### config.mk
export PLATFORM = sky130hd
export DESIGN_NAME = csda_core
export DESIGN_NICKNAME = d
export VERILOG_FILES = /design/src/csda_core.sv
export SDC_FILE = /design/constraint.sdc
export NUM_CORES = 1
export LEC_CHECK = 0
export BUFFER_PORTS_ARGS = -buffer_cell sky130_fd_sc_hd__buf_4
export CORE_MARGIN = 4
export CORE_UTILIZATION = 56
export DETAILED_ROUTE_END_ITERATION = 10
export PLACE_DENSITY_LB_ADDON = 0.12
export SYNTH_ARGS = -nofsm -noshare
export SYNTH_HDL_FRONTEND = slang
export SYNTH_SLANG_ARGS = --single-unit
### constraint.sdc
create_clock -name core_clk -period 3.1 [get_ports core_clk]
set_clock_uncertainty 0.15 [all_clocks]
set_input_delay 0.31 -clock core_clk [delete_from_list [all_inputs] [get_ports core_clk]]
set_output_delay 0.31 -clock core_clk [all_outputs]
set_load 0.02 [all_outputs]
### src/csda_core.sv
/*
  Execution unit for two core instructions: an unsigned compare of a file
  register with the working register that skips when the file register is
  less, and the decimal adjust of the working register. Includes its
  parameter package and an APB slave for the working register, flags, bank
  select, operands and status.
  Assumes one 200 MHz clock, APB signals synchronous to it, and that
  software supplies the file register contents and says whether the
  instruction after the compare is two words long.
*/
// The register addresses and the APB register port were left to the implementer.
// What this block does
// - Compare file register with W unsigned; skip next instruction if less; flags untouched.
// - Compare opcode: upper seven bits fixed, access bit, eight-bit file address.
// - Access bit zero uses access bank; one uses bank select plus operand.
// - Compare is one word; one cycle without skip, two cycles with skip.
// - Skipping a two-word instruction costs three cycles, both words discarded.
// - Every skip cycle does nothing in all four phases.
// - Decimal adjust adds six to low nibble if above nine or digit carry set.
// - Operand-free decimal adjust fixes W in place after packed BCD addition.

`timescale 1ns/10ps
`default_nettype none

// ==================================================
// Package
package csda_pkg;
  localparam logic [7:0] OFF_CTRL = 8'h00;
  localparam logic [7:0] OFF_OPCODE = 8'h04;
  localparam logic [7:0] OFF_WREG = 8'h08;
  localparam logic [7:0] OFF_FLAGS = 8'h0C;
  localparam logic [7:0] OFF_BANK = 8'h10;
  localparam logic [7:0] OFF_FDATA = 8'h14;
  localparam logic [7:0] OFF_STAT = 8'h18;
  localparam logic [7:0] OFF_DADDR = 8'h1C;
  localparam int CTRL_START = 0;
  localparam int CTRL_TWO_WORD = 1;
  localparam int FLAG_C = 0;
  localparam int FLAG_DCARRY = 1;
  localparam int STAT_BUSY = 0;
  localparam int STAT_SKIP = 1;
  localparam int STAT_ILLEGAL = 2;
  localparam int STAT_CYC_LSB = 4;
  localparam logic [15:0] CMP_MASK = 16'hFE00;
  localparam logic [15:0] CMP_CODE = 16'h6000;
  localparam logic [15:0] DECADJ_CODE = 16'h0007;
  localparam int CMP_ABIT = 8;
  localparam logic [3:0] ACCESS_BANK = 4'h0;
  localparam logic [3:0] BCD_LIMIT = 4'h9;
  localparam logic [3:0] BCD_ADJ = 4'h6;
  localparam logic [1:0] Q_LAST = 2'h3;
  localparam logic [1:0] Q_READ = 2'h1;
  localparam logic [1:0] Q_PROC = 2'h2;
  localparam logic [7:0] RST_BYTE = 8'h00;
  localparam logic [15:0] RST_OPCODE = 16'h0000;
  localparam logic [3:0] QCYC = 4'h4;
  typedef enum logic [1:0]
  {
    ST_IDLE = 2'b00,
    ST_EXEC = 2'b01,
    ST_SKIP = 2'b10
  } csda_state_e;
endpackage : csda_pkg

module csda_core
  import csda_pkg::*;
(
  // Clock and reset
  input wire logic core_clk,
  input wire logic rstn,
  // APB slave
  input wire logic psel,
  input wire logic penable,
  input wire logic pwrite,
  input wire logic [7:0] paddr,
  input wire logic [31:0] pwdata,
  output logic [31:0] prdata,
  output logic pready,
  output logic pslverr
);

  // ==================================================
  // Register file
  csda_state_e state_r;
  logic [1:0] q_r;
  logic [7:0] w_r;
  logic c_r;
  logic dcarry_r;
  logic [3:0] bank_r;
  logic [7:0] fdata_r;
  logic [15:0] opcode_r;
  logic two_word_r;
  logic [7:0] op_r;
  logic [11:0] daddr_r;
  logic skip_r;
  logic illegal_r;
  logic [1:0] cycles_r;
  logic skip_left_r;
  logic busy;
  logic wr_en;
  logic start;
  logic addr_ok;
  logic is_cmp;
  logic is_decadj;
  logic [11:0] daddr_nxt;

  assign busy = (state_r != ST_IDLE);
  assign wr_en = psel && penable && pwrite;
  // Writes to operands while busy are dropped so an instruction sees stable inputs
  assign start = wr_en && !busy && (paddr == OFF_CTRL) && pwdata[CTRL_START];
  assign pready = 1'b1;
  assign addr_ok = (paddr[1:0] == 2'b00) && (paddr <= OFF_DADDR);
  assign pslverr = psel && penable && !addr_ok;

  always_comb
  begin
    prdata = 32'h0000_0000;
    unique case (paddr)
      OFF_CTRL: prdata[CTRL_TWO_WORD] = two_word_r;
      OFF_OPCODE: prdata[15:0] = opcode_r;
      OFF_WREG: prdata[7:0] = w_r;
      OFF_FLAGS: prdata[FLAG_DCARRY:FLAG_C] = {dcarry_r, c_r};
      OFF_BANK: prdata[3:0] = bank_r;
      OFF_FDATA: prdata[7:0] = fdata_r;
      OFF_STAT: prdata[STAT_CYC_LSB+1:0] = {cycles_r, 1'b0, illegal_r, skip_r, busy};
      OFF_DADDR: prdata[11:0] = daddr_r;
      default: prdata = 32'h0000_0000;
    endcase
  end

  always_ff @(posedge core_clk or negedge rstn)
  begin
    if (!rstn)
    begin
      opcode_r <= RST_OPCODE;
      two_word_r <= 1'b0;
      bank_r <= ACCESS_BANK;
      fdata_r <= RST_BYTE;
    end
    else if (wr_en && !busy)
    begin
      unique case (paddr)
        OFF_CTRL: two_word_r <= pwdata[CTRL_TWO_WORD];
        OFF_OPCODE: opcode_r <= pwdata[15:0];
        OFF_BANK: bank_r <= pwdata[3:0];
        OFF_FDATA: fdata_r <= pwdata[7:0];
        default: ;
      endcase
    end
  end

  // ==================================================
  // Decode
  assign is_cmp = ((opcode_r & CMP_MASK) == CMP_CODE);
  assign is_decadj = (opcode_r == DECADJ_CODE);
  assign daddr_nxt = opcode_r[CMP_ABIT] ? {bank_r, opcode_r[7:0]}
                                        : {ACCESS_BANK, opcode_r[7:0]};

  // ==================================================
  // Phase sequencer: Q1..Q4 are four core_clk cycles
  always_ff @(posedge core_clk or negedge rstn)
  begin
    if (!rstn)
    begin
      state_r <= ST_IDLE;
      q_r <= 2'h0;
      skip_left_r <= 1'b0;
      cycles_r <= 2'h0;
    end
    else
    begin
      unique case (state_r)
        ST_IDLE:
        begin
          if (start)
          begin
            state_r <= ST_EXEC;
            q_r <= 2'h0;
            cycles_r <= 2'h1;
          end
        end
        ST_EXEC:
        begin
          q_r <= q_r + 2'h1;
          if (q_r == Q_LAST)
          begin
            if (skip_r)
            begin
              state_r <= ST_SKIP;
              skip_left_r <= two_word_r;
              cycles_r <= two_word_r ? 2'h3 : 2'h2;
            end
            else
              state_r <= ST_IDLE;
          end
        end
        ST_SKIP:
        begin
          q_r <= q_r + 2'h1;
          if (q_r == Q_LAST)
          begin
            if (skip_left_r)
              skip_left_r <= 1'b0;
            else
              state_r <= ST_IDLE;
          end
        end
        default: state_r <= ST_IDLE;
      endcase
    end
  end

  // ==================================================
  // Compare datapath: read in Q2, decide in Q3
  always_ff @(posedge core_clk or negedge rstn)
  begin
    if (!rstn)
    begin
      op_r <= RST_BYTE;
      daddr_r <= 12'h000;
      skip_r <= 1'b0;
      illegal_r <= 1'b0;
    end
    else if (start)
    begin
      skip_r <= 1'b0;
      illegal_r <= !(is_cmp || is_decadj);
    end
    else if (state_r == ST_EXEC && q_r == Q_READ && is_cmp)
    begin
      op_r <= fdata_r;
      daddr_r <= daddr_nxt;
    end
    else if (state_r == ST_EXEC && q_r == Q_PROC && is_cmp)
    begin
      skip_r <= (op_r < w_r);
    end
  end

  // ==================================================
  // Working register and flags; skip cycles never touch them
  logic [4:0] lo_sum;
  logic [4:0] hi_sum;
  logic lo_fix;
  logic hi_fix;

  always_comb
  begin
    lo_fix = (w_r[3:0] > BCD_LIMIT) || dcarry_r;
    lo_sum = {1'b0, w_r[3:0]} + (lo_fix ? {1'b0, BCD_ADJ} : 5'h00);
    hi_fix = (w_r[7:4] > BCD_LIMIT) || c_r;
    hi_sum = {1'b0, w_r[7:4]} + (hi_fix ? {1'b0, BCD_ADJ} : 5'h00) + {4'h0, lo_sum[4]};
  end

  always_ff @(posedge core_clk or negedge rstn)
  begin
    if (!rstn)
    begin
      w_r <= RST_BYTE;
      c_r <= 1'b0;
      dcarry_r <= 1'b0;
    end
    else if (state_r == ST_EXEC && q_r == Q_LAST && is_decadj)
    begin
      w_r <= {hi_sum[3:0], lo_sum[3:0]};
      // Decimal adjust only ever sets carry; it holds when no high fix is needed
      if (hi_fix)
        c_r <= 1'b1;
    end
    else if (wr_en && !busy && paddr == OFF_WREG)
      w_r <= pwdata[7:0];
    else if (wr_en && !busy && paddr == OFF_FLAGS)
    begin
      c_r <= pwdata[FLAG_C];
      dcarry_r <= pwdata[FLAG_DCARRY];
    end
  end

  // ==================================================
  // Checks
  logic [3:0] busy_cnt;
  always_ff @(posedge core_clk or negedge rstn)
  begin
    if (!rstn)
      busy_cnt <= 4'h0;
    else if (start)
      busy_cnt <= 4'h0;
    else if (busy)
      busy_cnt <= busy_cnt + 4'h1;
  end

  a_cmp_unsigned: assert property (@(posedge core_clk) disable iff (!rstn)
    state_r == ST_EXEC && q_r == Q_PROC && is_cmp |=> skip_r == ($past(op_r) < $past(w_r)))
    else $error("compare skip decision wrong");
  a_cmp_flags: assert property (@(posedge core_clk) disable iff (!rstn)
    busy && is_cmp |=> $stable(c_r) && $stable(dcarry_r))
    else $error("compare changed flags");
  a_cmp_decode: assert property (@(posedge core_clk) disable iff (!rstn)
    start && is_cmp |=> !illegal_r && state_r == ST_EXEC)
    else $error("compare opcode not decoded");
  a_bank_addr: assert property (@(posedge core_clk) disable iff (!rstn)
    state_r == ST_EXEC && q_r == Q_READ && is_cmp |=>
      daddr_r == {($past(opcode_r[CMP_ABIT]) ? $past(bank_r) : ACCESS_BANK), $past(opcode_r[7:0])})
    else $error("data address wrong");
  a_one_cycle: assert property (@(posedge core_clk) disable iff (!rstn)
    $fell(busy) && !skip_r |-> busy_cnt == QCYC && cycles_r == 2'h1)
    else $error("no-skip length wrong");
  a_skip_cycle: assert property (@(posedge core_clk) disable iff (!rstn)
    $fell(busy) && skip_r && !two_word_r |-> busy_cnt == 4'h8 && cycles_r == 2'h2)
    else $error("skip length wrong");
  a_two_word: assert property (@(posedge core_clk) disable iff (!rstn)
    $fell(busy) && skip_r && two_word_r |-> busy_cnt == 4'hC && cycles_r == 2'h3)
    else $error("two-word skip length wrong");
  a_skip_idle: assert property (@(posedge core_clk) disable iff (!rstn)
    state_r == ST_SKIP |=> $stable(w_r) && $stable(c_r) && $stable(dcarry_r))
    else $error("skip cycle did work");
  a_decadj_low: assert property (@(posedge core_clk) disable iff (!rstn)
    state_r == ST_EXEC && q_r == Q_LAST && is_decadj |=>
      w_r[3:0] == (($past(w_r[3:0]) > BCD_LIMIT || $past(dcarry_r))
                   ? 4'($past(w_r[3:0]) + BCD_ADJ) : $past(w_r[3:0])))
    else $error("low nibble adjust wrong");
  a_decadj_carry: assert property (@(posedge core_clk) disable iff (!rstn)
    state_r == ST_EXEC && q_r == Q_LAST && is_decadj |=>
      c_r == ($past(c_r) || $past(w_r[7:4]) > BCD_LIMIT))
    else $error("carry adjust wrong");
  c_cmp_skip: cover property (@(posedge core_clk) disable iff (!rstn)
    $fell(busy) && skip_r && !two_word_r);
  c_cmp_two: cover property (@(posedge core_clk) disable iff (!rstn)
    $fell(busy) && skip_r && two_word_r);
  c_decadj_carry: cover property (@(posedge core_clk) disable iff (!rstn)
    state_r == ST_EXEC && q_r == Q_LAST && is_decadj && hi_fix);

endmodule : csda_core

`default_nettype wire

-- Word-level counts from Yosys, hierarchy flattened
Cells that the tools add are included.
- memory bits (read-only): 0
- memory bits (writable): 0
- latch bits: 0
- memories: 0
- output and inout port bits: 34
- register bits after elaboration: 68
- input port bits: 45
- eq/ne operators: 22
- shift-type cells: 0
- divide/modulo/power cells: 0
- multiply operators: 0
- reduce and logical (&&, ||, !) cells: 44
- bitwise logic cells: 3
- $add $sub $neg: 4
- magnitude comparators: 4
- muxes and demuxes: 35
- operators with widths (cell ; number):
    $eq 8x5->1 const B ; 4
    $eq 16x3->1 const B ; 1
    $eq 8x4->1 const B ; 2
    $mux 2 ; 8
    $mux 8 ; 2
    $ne 2x2->1 const B ; 8
    $logic_and 1x1->1 ; 15
    $reduce_and 2->1 ; 7
    $reduce_bool 2->1 ; 7
    $mux 12 ; 1
    $pmux 2 s6 ; 1
    $reduce_and 4->1 ; 3
    $mux 1 ; 11
    $pmux 2 s5 ; 1
    $eq 8x3->1 const B ; 1
    $gt 4x4->1 const B ; 2
    $le 8x5->1 const B ; 1
    $logic_not 8->1 ; 1
    $lt 8x8->1 ; 1
    $pmux 1 s8 ; 1
    $pmux 2 s2 ; 2
    $pmux 2 s4 ; 1
    $pmux 4 s2 ; 1
    $eq 7x6->1 const B ; 1
    17 further kinds ; 29

-- Depth between registers and ports, before layout
Gate-level depths: netlist of the first run.
- word-level depth: 7
- depth in mapped cells: 11
- mapped depth without buffers: 11

-- Worst setup path after synthesis of the first run
OpenSTA, ideal clock, no wires.
- kind: reg2reg
- from: register state_r[1]
- to: register daddr_r[0]
- path buffers: 2
- setup time: 125 ps
- data arrival time: 2248 ps
- slack: 577 ps
- data required time: 2825 ps
- stages on the path, launching flop included: 9
- path through: dfrtp_1 -> inv_1 -> ha_1 -> buf_2 -> or4b_2 -> nor4b_1 -> and3_4 -> buf_6 -> mux2_4
- longest elaborated chain between the ends: 7
- RTL lines (item ; line ; source):
    start, declared ; 84 ; csda_state_e state_r;
    start signal, assigned ; 165 ; state_r <= ST_IDLE;
    start signal, assigned ; 177 ; state_r <= ST_EXEC;
    start signal, assigned ; 189 ; state_r <= ST_SKIP;
    $reduce_bool 2->1 ; 107 ; assign busy = (state_r != ST_IDLE);
    $logic_not 1->1 ; 110 ; assign start = wr_en && !busy && (paddr == OFF_CTRL) && pwdata[CTRL_START];
    $logic_and 1x1->1 (3 in series) ; 110 ;
    $not 1->1 (no source line) ; -- ;
    $reduce_and 2->1 (no source line) (*) ; -- ;
    end signal, assigned ; 232 ; daddr_r <= daddr_nxt;
    end, declared ; 94 ; logic [11:0] daddr_r;
Mark *: on every way between the ends. The rest lies on a longest branch, timed or not.
A chain may end at the register's enable or synchronous reset.

-- Final worst setup path of the first run
- from: register state_r[1]
- to: register daddr_r[6]
The elaborated chain is that of the path after synthesis.

==> impl_metrics.yaml, run 1 <==
clock_tree:
  cts_root_buf: "clkbuf_8"
  tritoncts: "built"
  insertion_delay_ns: 0.34
  cts_max_level: 3
  cts.sinks: 68
  clk_pin_slew_ns: 0.08
  numCtsBuffers: 9
  cts_buffer_depth: 2
worst_setup_path:
  cp_slowest_stage_delay_ns: 0.65
  crit_path_end_kind: "register"
  crit_required_ns: 3.17
  cp_slowest_cell: "or4b_2"
  start_kind: "register"
  r2r-start: "state_r[1]"
  cp_cell_sequence: "inv_1 > ha_1 > or4b_2 > nor4b_1 > and3_4 > mux2_4"
  crit_path_start: "state_r[1]"
  crit_type: "register to register"
  crit_fanout: 20
  cp.arrival_ns: 2.98
detailed_routing:
  drtIter0Drc: 186
  vias: 2980
  avgRoutedWirePerCell_um: 18.01
  via_per_inst: 5.731
  ant_nets: 0
  drc: 0
  firstDrtPassIters: 5
  wirelength_um: 9365
placed_design:
  place_area_um2: 4409
  hpwlAfterDp_um: 6941
  gp_congestion: 0.8473
  io_buffers: 45
synth:
  syn_avg_cell_area_um2: 10.96
  synth_common_cells: "dfrtp_1, mux2_2, nand2_1, inv_1"
  synth_area_leaders: "dfrtp_1, mux2_2, mux2_4"
  yosysTopAreaCell: "dfrtp_1"
  ys_seq_area_share_pct: 42.30
  yosysMostFrequentCell: "dfrtp_1"
  synth_edf_count: 0
  synth_area_um2: 4023
  yosysWarnings: 0
  synth-seq-cells: 68
  ys_types: 55
  ys_async_sr_fraction_pct: 100.0
  synth_top_area_share_pct: 42.30
  ys.flop_type: "dfrtp_1"
  syn_inst: 367
timing:
  period_needed_ns: 2.903
  setup_tns_ns: 0
  whs_ns: 0.04597
  max_freq_ghz: 0.3445
  slew_viol_final: 0
  setup_viol: 0
  final.period_utilization_pct: 93.63
  rsz0062_at_grt: "no"
  final_hold_viol_count: 0
  tightest_slew_ns: 0.8565
  slew_headroom_pct: 42.90
outcome:
  outcome: "finished, final reports clean"
layout:
  diodes: 0
  syn2layout_area_growth_pct: 14.49
  drive_gt1_share_pct: 31.60
  nets: 484
  stdcell_area_um2: 4606
  final_util_pct: 67.05
pwr:
  total_power_mw: 1.713
  vdd_drop_max_mv: 0.2958
  combinationalPowerShare_pct: 7.7
  power_density_nw_per_um2: 371.9
  p_sw_share_pct: 26.36
  seqPwrFrac_pct: 52.7
  p_int_mw: 1.261
  p_leak_nw: 2.260
  switching_power_mw: 0.4515
  pwr-share-clk_pct: 39.5
global_route:
  grt_pass1_wl_um: 15140
  grt.total_usage_pct: 22.87
  antenna_found_initial: 0
  grt_start_max_net_pins: 69
  grt_pass1_vias: 2962
  grt-ovfl-total: 0
min_path:
  hp-class: "input port to register"
  min_from: "pwdata[8]"
floorplan:
  fp.dieArea_um2: 8603
  core-area_um2: 6869
  pin_count: 79
  initial_core_util_pct: 58.56
  die_h_um: 92.76
  placementRows: 30
  die_w_um: 92.76
run:
  max_cap_viol_count: 0
==> timing repair <==
action                    in CTS  in global routing
resized for setup              0                  0
hold buffers                   1                  0
buffers inserted               0                  0
hold endpoints to repair      68                  0
==> worst max-delay path, delay by kind of cell, from the launching register on <==
family / cells / cell delay, ns
flops: 1 / 0.38
buf+inv: 1 / 0.09
mux: 1 / 0.34
fa+ha+maj: 1 / 0.35
simple gates: 3 / 1.47
==> final timing paths <==
kind	to	slack, ns	depth (start not counted)
min in group asynchronous	op_r[5]	0.46	2
worst max register to register	daddr_r[6]	0.20	6
max in group asynchronous	opcode_r[9]	1.77	2
worst max-delay path	daddr_r[6]	0.20	6
worst min-delay path	opcode_r[8]	0.05	2
worst min register to register	daddr_r[6]	0.36	1
==> kinds of logic (layout without fill, tap and decap cells) <==
group / after synthesis / in the layout / share of synthesized area [%]
adder cells (fa/ha/maj): 20 / 20 / 6.594
XOR/XNOR: 1 / 1 / 0.2178
buffers and inverters: 50 / 92 / 6.812
AO/OA/AOI/OAI: 66 / 66 / 10.92
AND/OR/NAND/NOR: 92 / 92 / 12.63
flip-flops: 68 / 68 / 42.30
other: 2 / 17 / 0.1867
multiplexers: 68 / 68 / 20.34
==> metrics by stage <==
stage,worst slack (ns),instances
floorplan,0.5768,382
global placement,0.3176,503
detailed placement,0.2410,503
CTS,0.2170,520
global route,0.01661,520
finish,0.1974,520
==> per-layer routing <==
metal  track usage (%)  up-vias  part of all wire, %
met5                 0        -                    0
li1                  -     1387                    -
met2             35.47      135                   46
met4             8.425        0                  2.4
met3             5.037       23                  6.9
met1             31.50     1435                   45
==> area by class of cell <==
class | instances | area [um^2]
Clock buffer | 10 | 137.6
Clock inverter | 6 | 48.80
Fill cell | 539 | 2263
Inverter | 21 | 78.83
Multi-Input combinational cell | 264 | 2103
Sequential cell | 68 | 1702
Tap cell | 96 | 120.1
Timing Repair Buffer | 55 | 415.4
==> power groups by stage <==
stage / clock network [mW] / logic (mW) / registers, mW
floorplan: 0 / 0.0805 / 0.917
global placement: 0 / 0.129 / 0.921
detailed placement: 0 / 0.131 / 0.921
CTS: 0.696 / 0.133 / 0.903
global route: 0.732 / 0.147 / 0.905
finish: 0.677 / 0.133 / 0.903
==> state kept, by name, summed over array words and instances, names as in the netlist <==
name         count
bank_r           4
c_r              1
cycles_r         2
daddr_r         12
dcarry_r         1
fdata_r          8
illegal_r        1
op_r             8
opcode_r        16
q_r              2
skip_left_r      1
skip_r           1
state_r          2
two_word_r       1
w_r              8
==> placed cells by master, fill, tap and decap left out, types with 4 or more instances in the layout <==
cell / synthesis / layout
dfrtp_1: 68 / 68
buf_4: 18 / 54
mux2_2: 36 / 36
nand2_1: 29 / 29
inv_1: 21 / 21
nor2_1: 18 / 18
ha_1: 18 / 18
a21oi_1: 17 / 17
conb_1: 2 / 17
mux2_4: 16 / 16
mux2i_1: 15 / 15
o21ai_0: 14 / 14
a22o_1: 10 / 10
clkbuf_8: 0 / 10
a22oi_1: 8 / 8
nor3_1: 7 / 7
and2_1: 5 / 5
a21o_1: 4 / 4
Note: power is estimated with default switching activity, not from simulation.
==> run 2, diff against run 1 <==
Settings changed: CORE_UTILIZATION 56 to 50.
Clock period 3.1 ns to 2.6 ns, I/O delays scaled along.
==> impl_metrics.yaml, run 2 (synthesized netlist as in run 1, its figures left out) <==
outcome:
  outcome: "finished, final reports clean"
min_path:
  min_path_cells: 2
  hp-class: "input port to register"
clock_tree:
  numCtsBuffers: 9
  cts_max_level: 3
  cts_root_buf: "clkbuf_8"
  clk_pin_slew_ns: 0.08
  cts_buffer_depth: 2
  cts.sinks: 68
  tritoncts: "built"
  insertion_delay_ns: 0.36
timing:
  period_needed_ns: 2.475
  max_freq_ghz: 0.4041
  tightest_slew_ns: 0.8630
  slew_headroom_pct: 42.47
  final.period_utilization_pct: 95.18
  setup_viol: 0
  slew_viol_final: 0
  whs_ns: 0.01778
  final_hold_viol_count: 0
  rsz0062_at_grt: "no"
  setup_tns_ns: 0
detailed_routing:
  via_per_inst: 5.527
  avgRoutedWirePerCell_um: 18.06
  firstDrtPassIters: 4
  vias: 3023
  ant_nets: 0
  drc: 0
  wirelength_um: 9880
  drtIter0Drc: 184
global_route:
  grt-ovfl-total: 0
  grt_start_max_net_pins: 69
  antenna_found_initial: 0
  grt.total_usage_pct: 22.31
  grt_pass1_wl_um: 16720
  grt_pass1_vias: 3188
floorplan:
  pin_count: 79
  core-area_um2: 7767
  fp.dieArea_um2: 9544
  die_h_um: 97.70
  placementRows: 32
  die_w_um: 97.70
  initial_core_util_pct: 51.79
placed_design:
  io_buffers: 45
  hpwlAfterDp_um: 7271
  gp_congestion: 0.8175
  dpl.cell_count: 521
worst_setup_path:
  crit_cells: 6
  cp_cell_sequence: "inv_1 > ha_2 > inv_2 > mux4_2 > a22o_1 > buf_4"
  cp_slowest_cell: "mux4_2"
  worst-path-buf-inv: 3
  cpLargestDelayFamily: "multiplexers"
  crit_fanout: 5
  cp_slowest_stage_delay_ns: 0.45
  timing.reg2reg.worst_path_depth: 11
  start_kind: "register"
  crit_required_ns: 2.19
  crit_path_end_kind: "output port"
  crit_type: "register to output port"
  cp.arrival_ns: 2.06
layout:
  drive_gt1_share_pct: 34.16
  nets: 505
  largest_reg_flops: 16
  seqCellArea_um2: 1702
  nFillCells: 648
  syn2layout_area_growth_pct: 21.21
  multi_input_area_um2: 2123
  regMostFlops: "opcode_r"
  final_cell_mix: "dfrtp_1, buf_4, mux2_2, nand2_1, inv_1"
  diodes: 0
  reg_top3: "opcode_r (16), daddr_r (12)"
  final_common_cell: "dfrtp_1"
  final_cells: 547
pwr:
  p_leak_nw: 2.395
  vdd_drop_max_mv: 0.2996
  power_density_nw_per_um2: 460.4
run:
  max_cap_viol_count: 0
-- run 2: changes by cell type in the layout (fill, tap and decap cells not counted), sizes merged --
| cell | change |
|---|---|
| clkinvlp | -3 |
| buf | +12 |
| clkinv | +2 |
| bufinv | +2 |
| clkbuf | -1 |
| dlygate4sd3 | +9 |
-- run 2: report_power, final --
part	internal [mW]	leakage, nW	switching (mW)
Combinational	0.0711	1.39	0.104
Sequential	1.07	0.892	0.00979
Clock	0.546	0.114	0.448
Total	1.68	2.40	0.561
-- run 2: metrics by stage --
stage | util (%) | setup slack [ns] | power [mW] | instance area [um^2]
after floorplan | - | 0.07684 | 1.190 | 4079
after global placement | 58.34 | 0.09320 | 1.257 | 4532
after detailed placement | 58.34 | 0.04855 | 1.258 | 4532
after CTS | 62.52 | 0.005920 | 2.261 | 4856
after global routing | 62.77 | 0.02589 | 2.329 | 4876
final | 62.77 | 0.1253 | 2.245 | 4876
-- run 2: final cells by class --
class                      count  share of cell area, %
multi-input combinational    264                  43.55
sequential                    68                  34.90
timing repair buffer          76                  12.73
tap                          102                  2.617
clock buffer                   9                  2.540
clock inverter                 7                  2.053
inverter                      21                  1.617
-- run 2: worst reg2reg max path: cells and delay by family, from the launching register on --
kind,cells,cell delay [ns]
DFF,1,0.37
and+or+nand+nor,4,0.59
adders and majority gates,2,0.49
AOI/OAI and AO/OA,5,0.67
-- run 2: worst paths after layout --
check	from	endpoint	slack [ns]
worst max-delay path	state_r[0]	prdata[0]	0.13
worst min-delay path	pwdata[4]	fdata_r[4]	0.02
worst max register to register	w_r[2]	w_r[7]	0.22
worst min register to register	daddr_r[0]	daddr_r[0]	0.36
max in group asynchronous	rstn	cycles_r[1]	1.33
min in group asynchronous	rstn	w_r[3]	0.40
-- run 2: metal layers --
layer  GRT usage [%]  share of wire [%]  vias up
met5               0                  0        -
li1                -                  -     1419
met2           34.74                 46      112
met3           4.523                5.9       21
met1           30.58                 46     1471
met4           8.626                2.4        0
-- run 2: repair_timing --
item	in CTS	in global routing
setup buffers	0	0
endpoints found under the setup margin	0	25
hold buffers	10	0
hold endpoints to repair	77	0
resized for setup	0	7
==> run 3, diff against run 2 <==
Settings changed: CORE_ASPECT_RATIO set to 1.75.
==> impl_metrics.yaml, run 3 (synthesized netlist as in run 1, its figures left out) <==
layout:
  final_cells: 526
  largest_reg_flops: 16
  nFillCells: 684
  reg_top3: "opcode_r (16), daddr_r (12)"
  nets: 496
  syn2layout_area_growth_pct: 21.24
  diodes: 0
  regMostFlops: "opcode_r"
  final_common_cell: "dfrtp_1"
  drive_gt1_share_pct: 33.94
  final_cell_mix: "dfrtp_1, buf_4, mux2_2, nand2_1, inv_1"
timing:
  final_hold_viol_count: 0
  setup_viol: 0
  rsz0062_at_grt: "no"
  slew_viol_final: 0
  setup_tns_ns: 0
  period_needed_ns: 2.486
  slew_headroom_pct: 41.21
  max_freq_ghz: 0.4022
  tightest_slew_ns: 0.8819
  final.period_utilization_pct: 95.63
clock_tree:
  cts.sinks: 68
  clk_pin_slew_ns: 0.06
  insertion_delay_ns: 0.33
  numCtsBuffers: 9
  tritoncts: "built"
  cts_max_level: 3
  postCtsSetupRepairBufs: 0
  cts_root_buf: "clkbuf_16"
  cts_buffer_depth: 2
worst_setup_path:
  cpLargestDelayFamily: "multiplexers"
  crit_fanout: 5
  cp_slowest_cell: "mux4_2"
  cp_common_cell: "inv_1"
  start_kind: "register"
  worst-path-buf-inv: 3
  cp_cell_sequence: "inv_1 > ha_4 > inv_1 > mux4_2 > a22o_1 > buf_4"
  crit_type: "register to output port"
  cp_slowest_stage_delay_ns: 0.48
  crit_path_end_kind: "output port"
  crit_required_ns: 2.19
  cp.arrival_ns: 2.08
global_route:
  antenna_found_initial: 0
  grt.total_usage_pct: 22.88
  grt-ovfl-total: 0
  grt_start_max_net_pins: 69
  grt_pass1_vias: 3086
  grt_pass1_wl_um: 16160
pwr:
  power_density_nw_per_um2: 525.3
  vdd_drop_max_mv: 0.3764
  total_power_mw: 2.562
  p_leak_nw: 2.403
detailed_routing:
  wl_met2_um: 5208
  drtIter0Drc: 164
  via_per_inst: 5.837
  dr.max_layer_used: "met4"
  firstDrtPassIters: 4
  wl_met3_um: 526
  avgRoutedWirePerCell_um: 19.14
  drc: 0
  drt-met1-wl_um: 3993
  vias: 3070
  wirelength_um: 10070
  ant_nets: 0
floorplan:
  die_w_um: 75.81
  initial_core_util_pct: 50.86
  core-area_um2: 7909
  fp.dieArea_um2: 9601
  die_h_um: 126.7
  pin_count: 79
  placementRows: 43
placed_design:
  dpl.cell_count: 509
  hpwlAfterDp_um: 7542
  gp_congestion: 0.8178
  io_buffers: 45
outcome:
  outcome: "finished, final reports clean"
min_path:
  hp-class: "input port to register"
run:
  max_cap_viol_count: 0
## run 3: worst paths after layout
path | startpoint | to | slack, ns | cells after the start
min in group asynchronous | rstn | fdata_r[4] | 0.43 | 2
max reg2reg | state_r[1] | op_r[3] | 0.15 | 7
min reg2reg | daddr_r[5] | daddr_r[5] | 0.36 | 1
max | state_r[0] | prdata[0] | 0.11 | 6
min | pwdata[13] | opcode_r[13] | 0.007 | 2
max in group asynchronous | rstn | daddr_r[1] | 1.28 | 2
## run 3: final cells by class
class	count	area [um^2]	share of cell area [%]
clock inverters	4	72.57	1.488
inverters	21	78.83	1.616
multi-input cells	264	2135	43.77
clock buffers	12	246.5	5.054
flip-flops and latches	68	1702	34.89
well taps	90	112.6	2.309
repair buffers	67	530.5	10.88
## run 3: report_power, final
part | switching [mW] | internal [mW]
Sequential | 0.0101 | 1.07
Clock | 0.452 | 0.864
Combinational | 0.104 | 0.0632
## run 3: repair_timing
action | CTS | global route
hold endpoints to repair | 68 | 0
endpoints found under the setup margin | 0 | 27
hold buffers | 1 | 0
gates resized for setup | 0 | 6
## run 3: stage by stage
step	area (um^2)	setup slack (ns)	hold WS (ns)	utilization, %
floorplan	4079	0.07684	-0.1856	-
global placement	4517	0.09043	0.2893	57.11
detailed placement	4517	0.04508	0.2877	57.11
CTS	4846	0.002740	0.001999	61.27
global route	4877	0.03620	0.01409	61.67
finish	4877	0.1136	0.007467	61.67
## run 3: worst reg2reg max path, delay by kind of cell (launching register included)
family	cells	cell delay, ns
simple gates	3	0.99
flops	1	0.38
buf+inv	2	0.29
fa+ha+maj	1	0.22
mux	1	0.31
## run 3: routing by layer
metal	track usage (%)	vias up
li1	-	1409
met1	29.21	1528
met2	37.12	103
met3	3.251	30
met4	10.71	0
met5	0	-
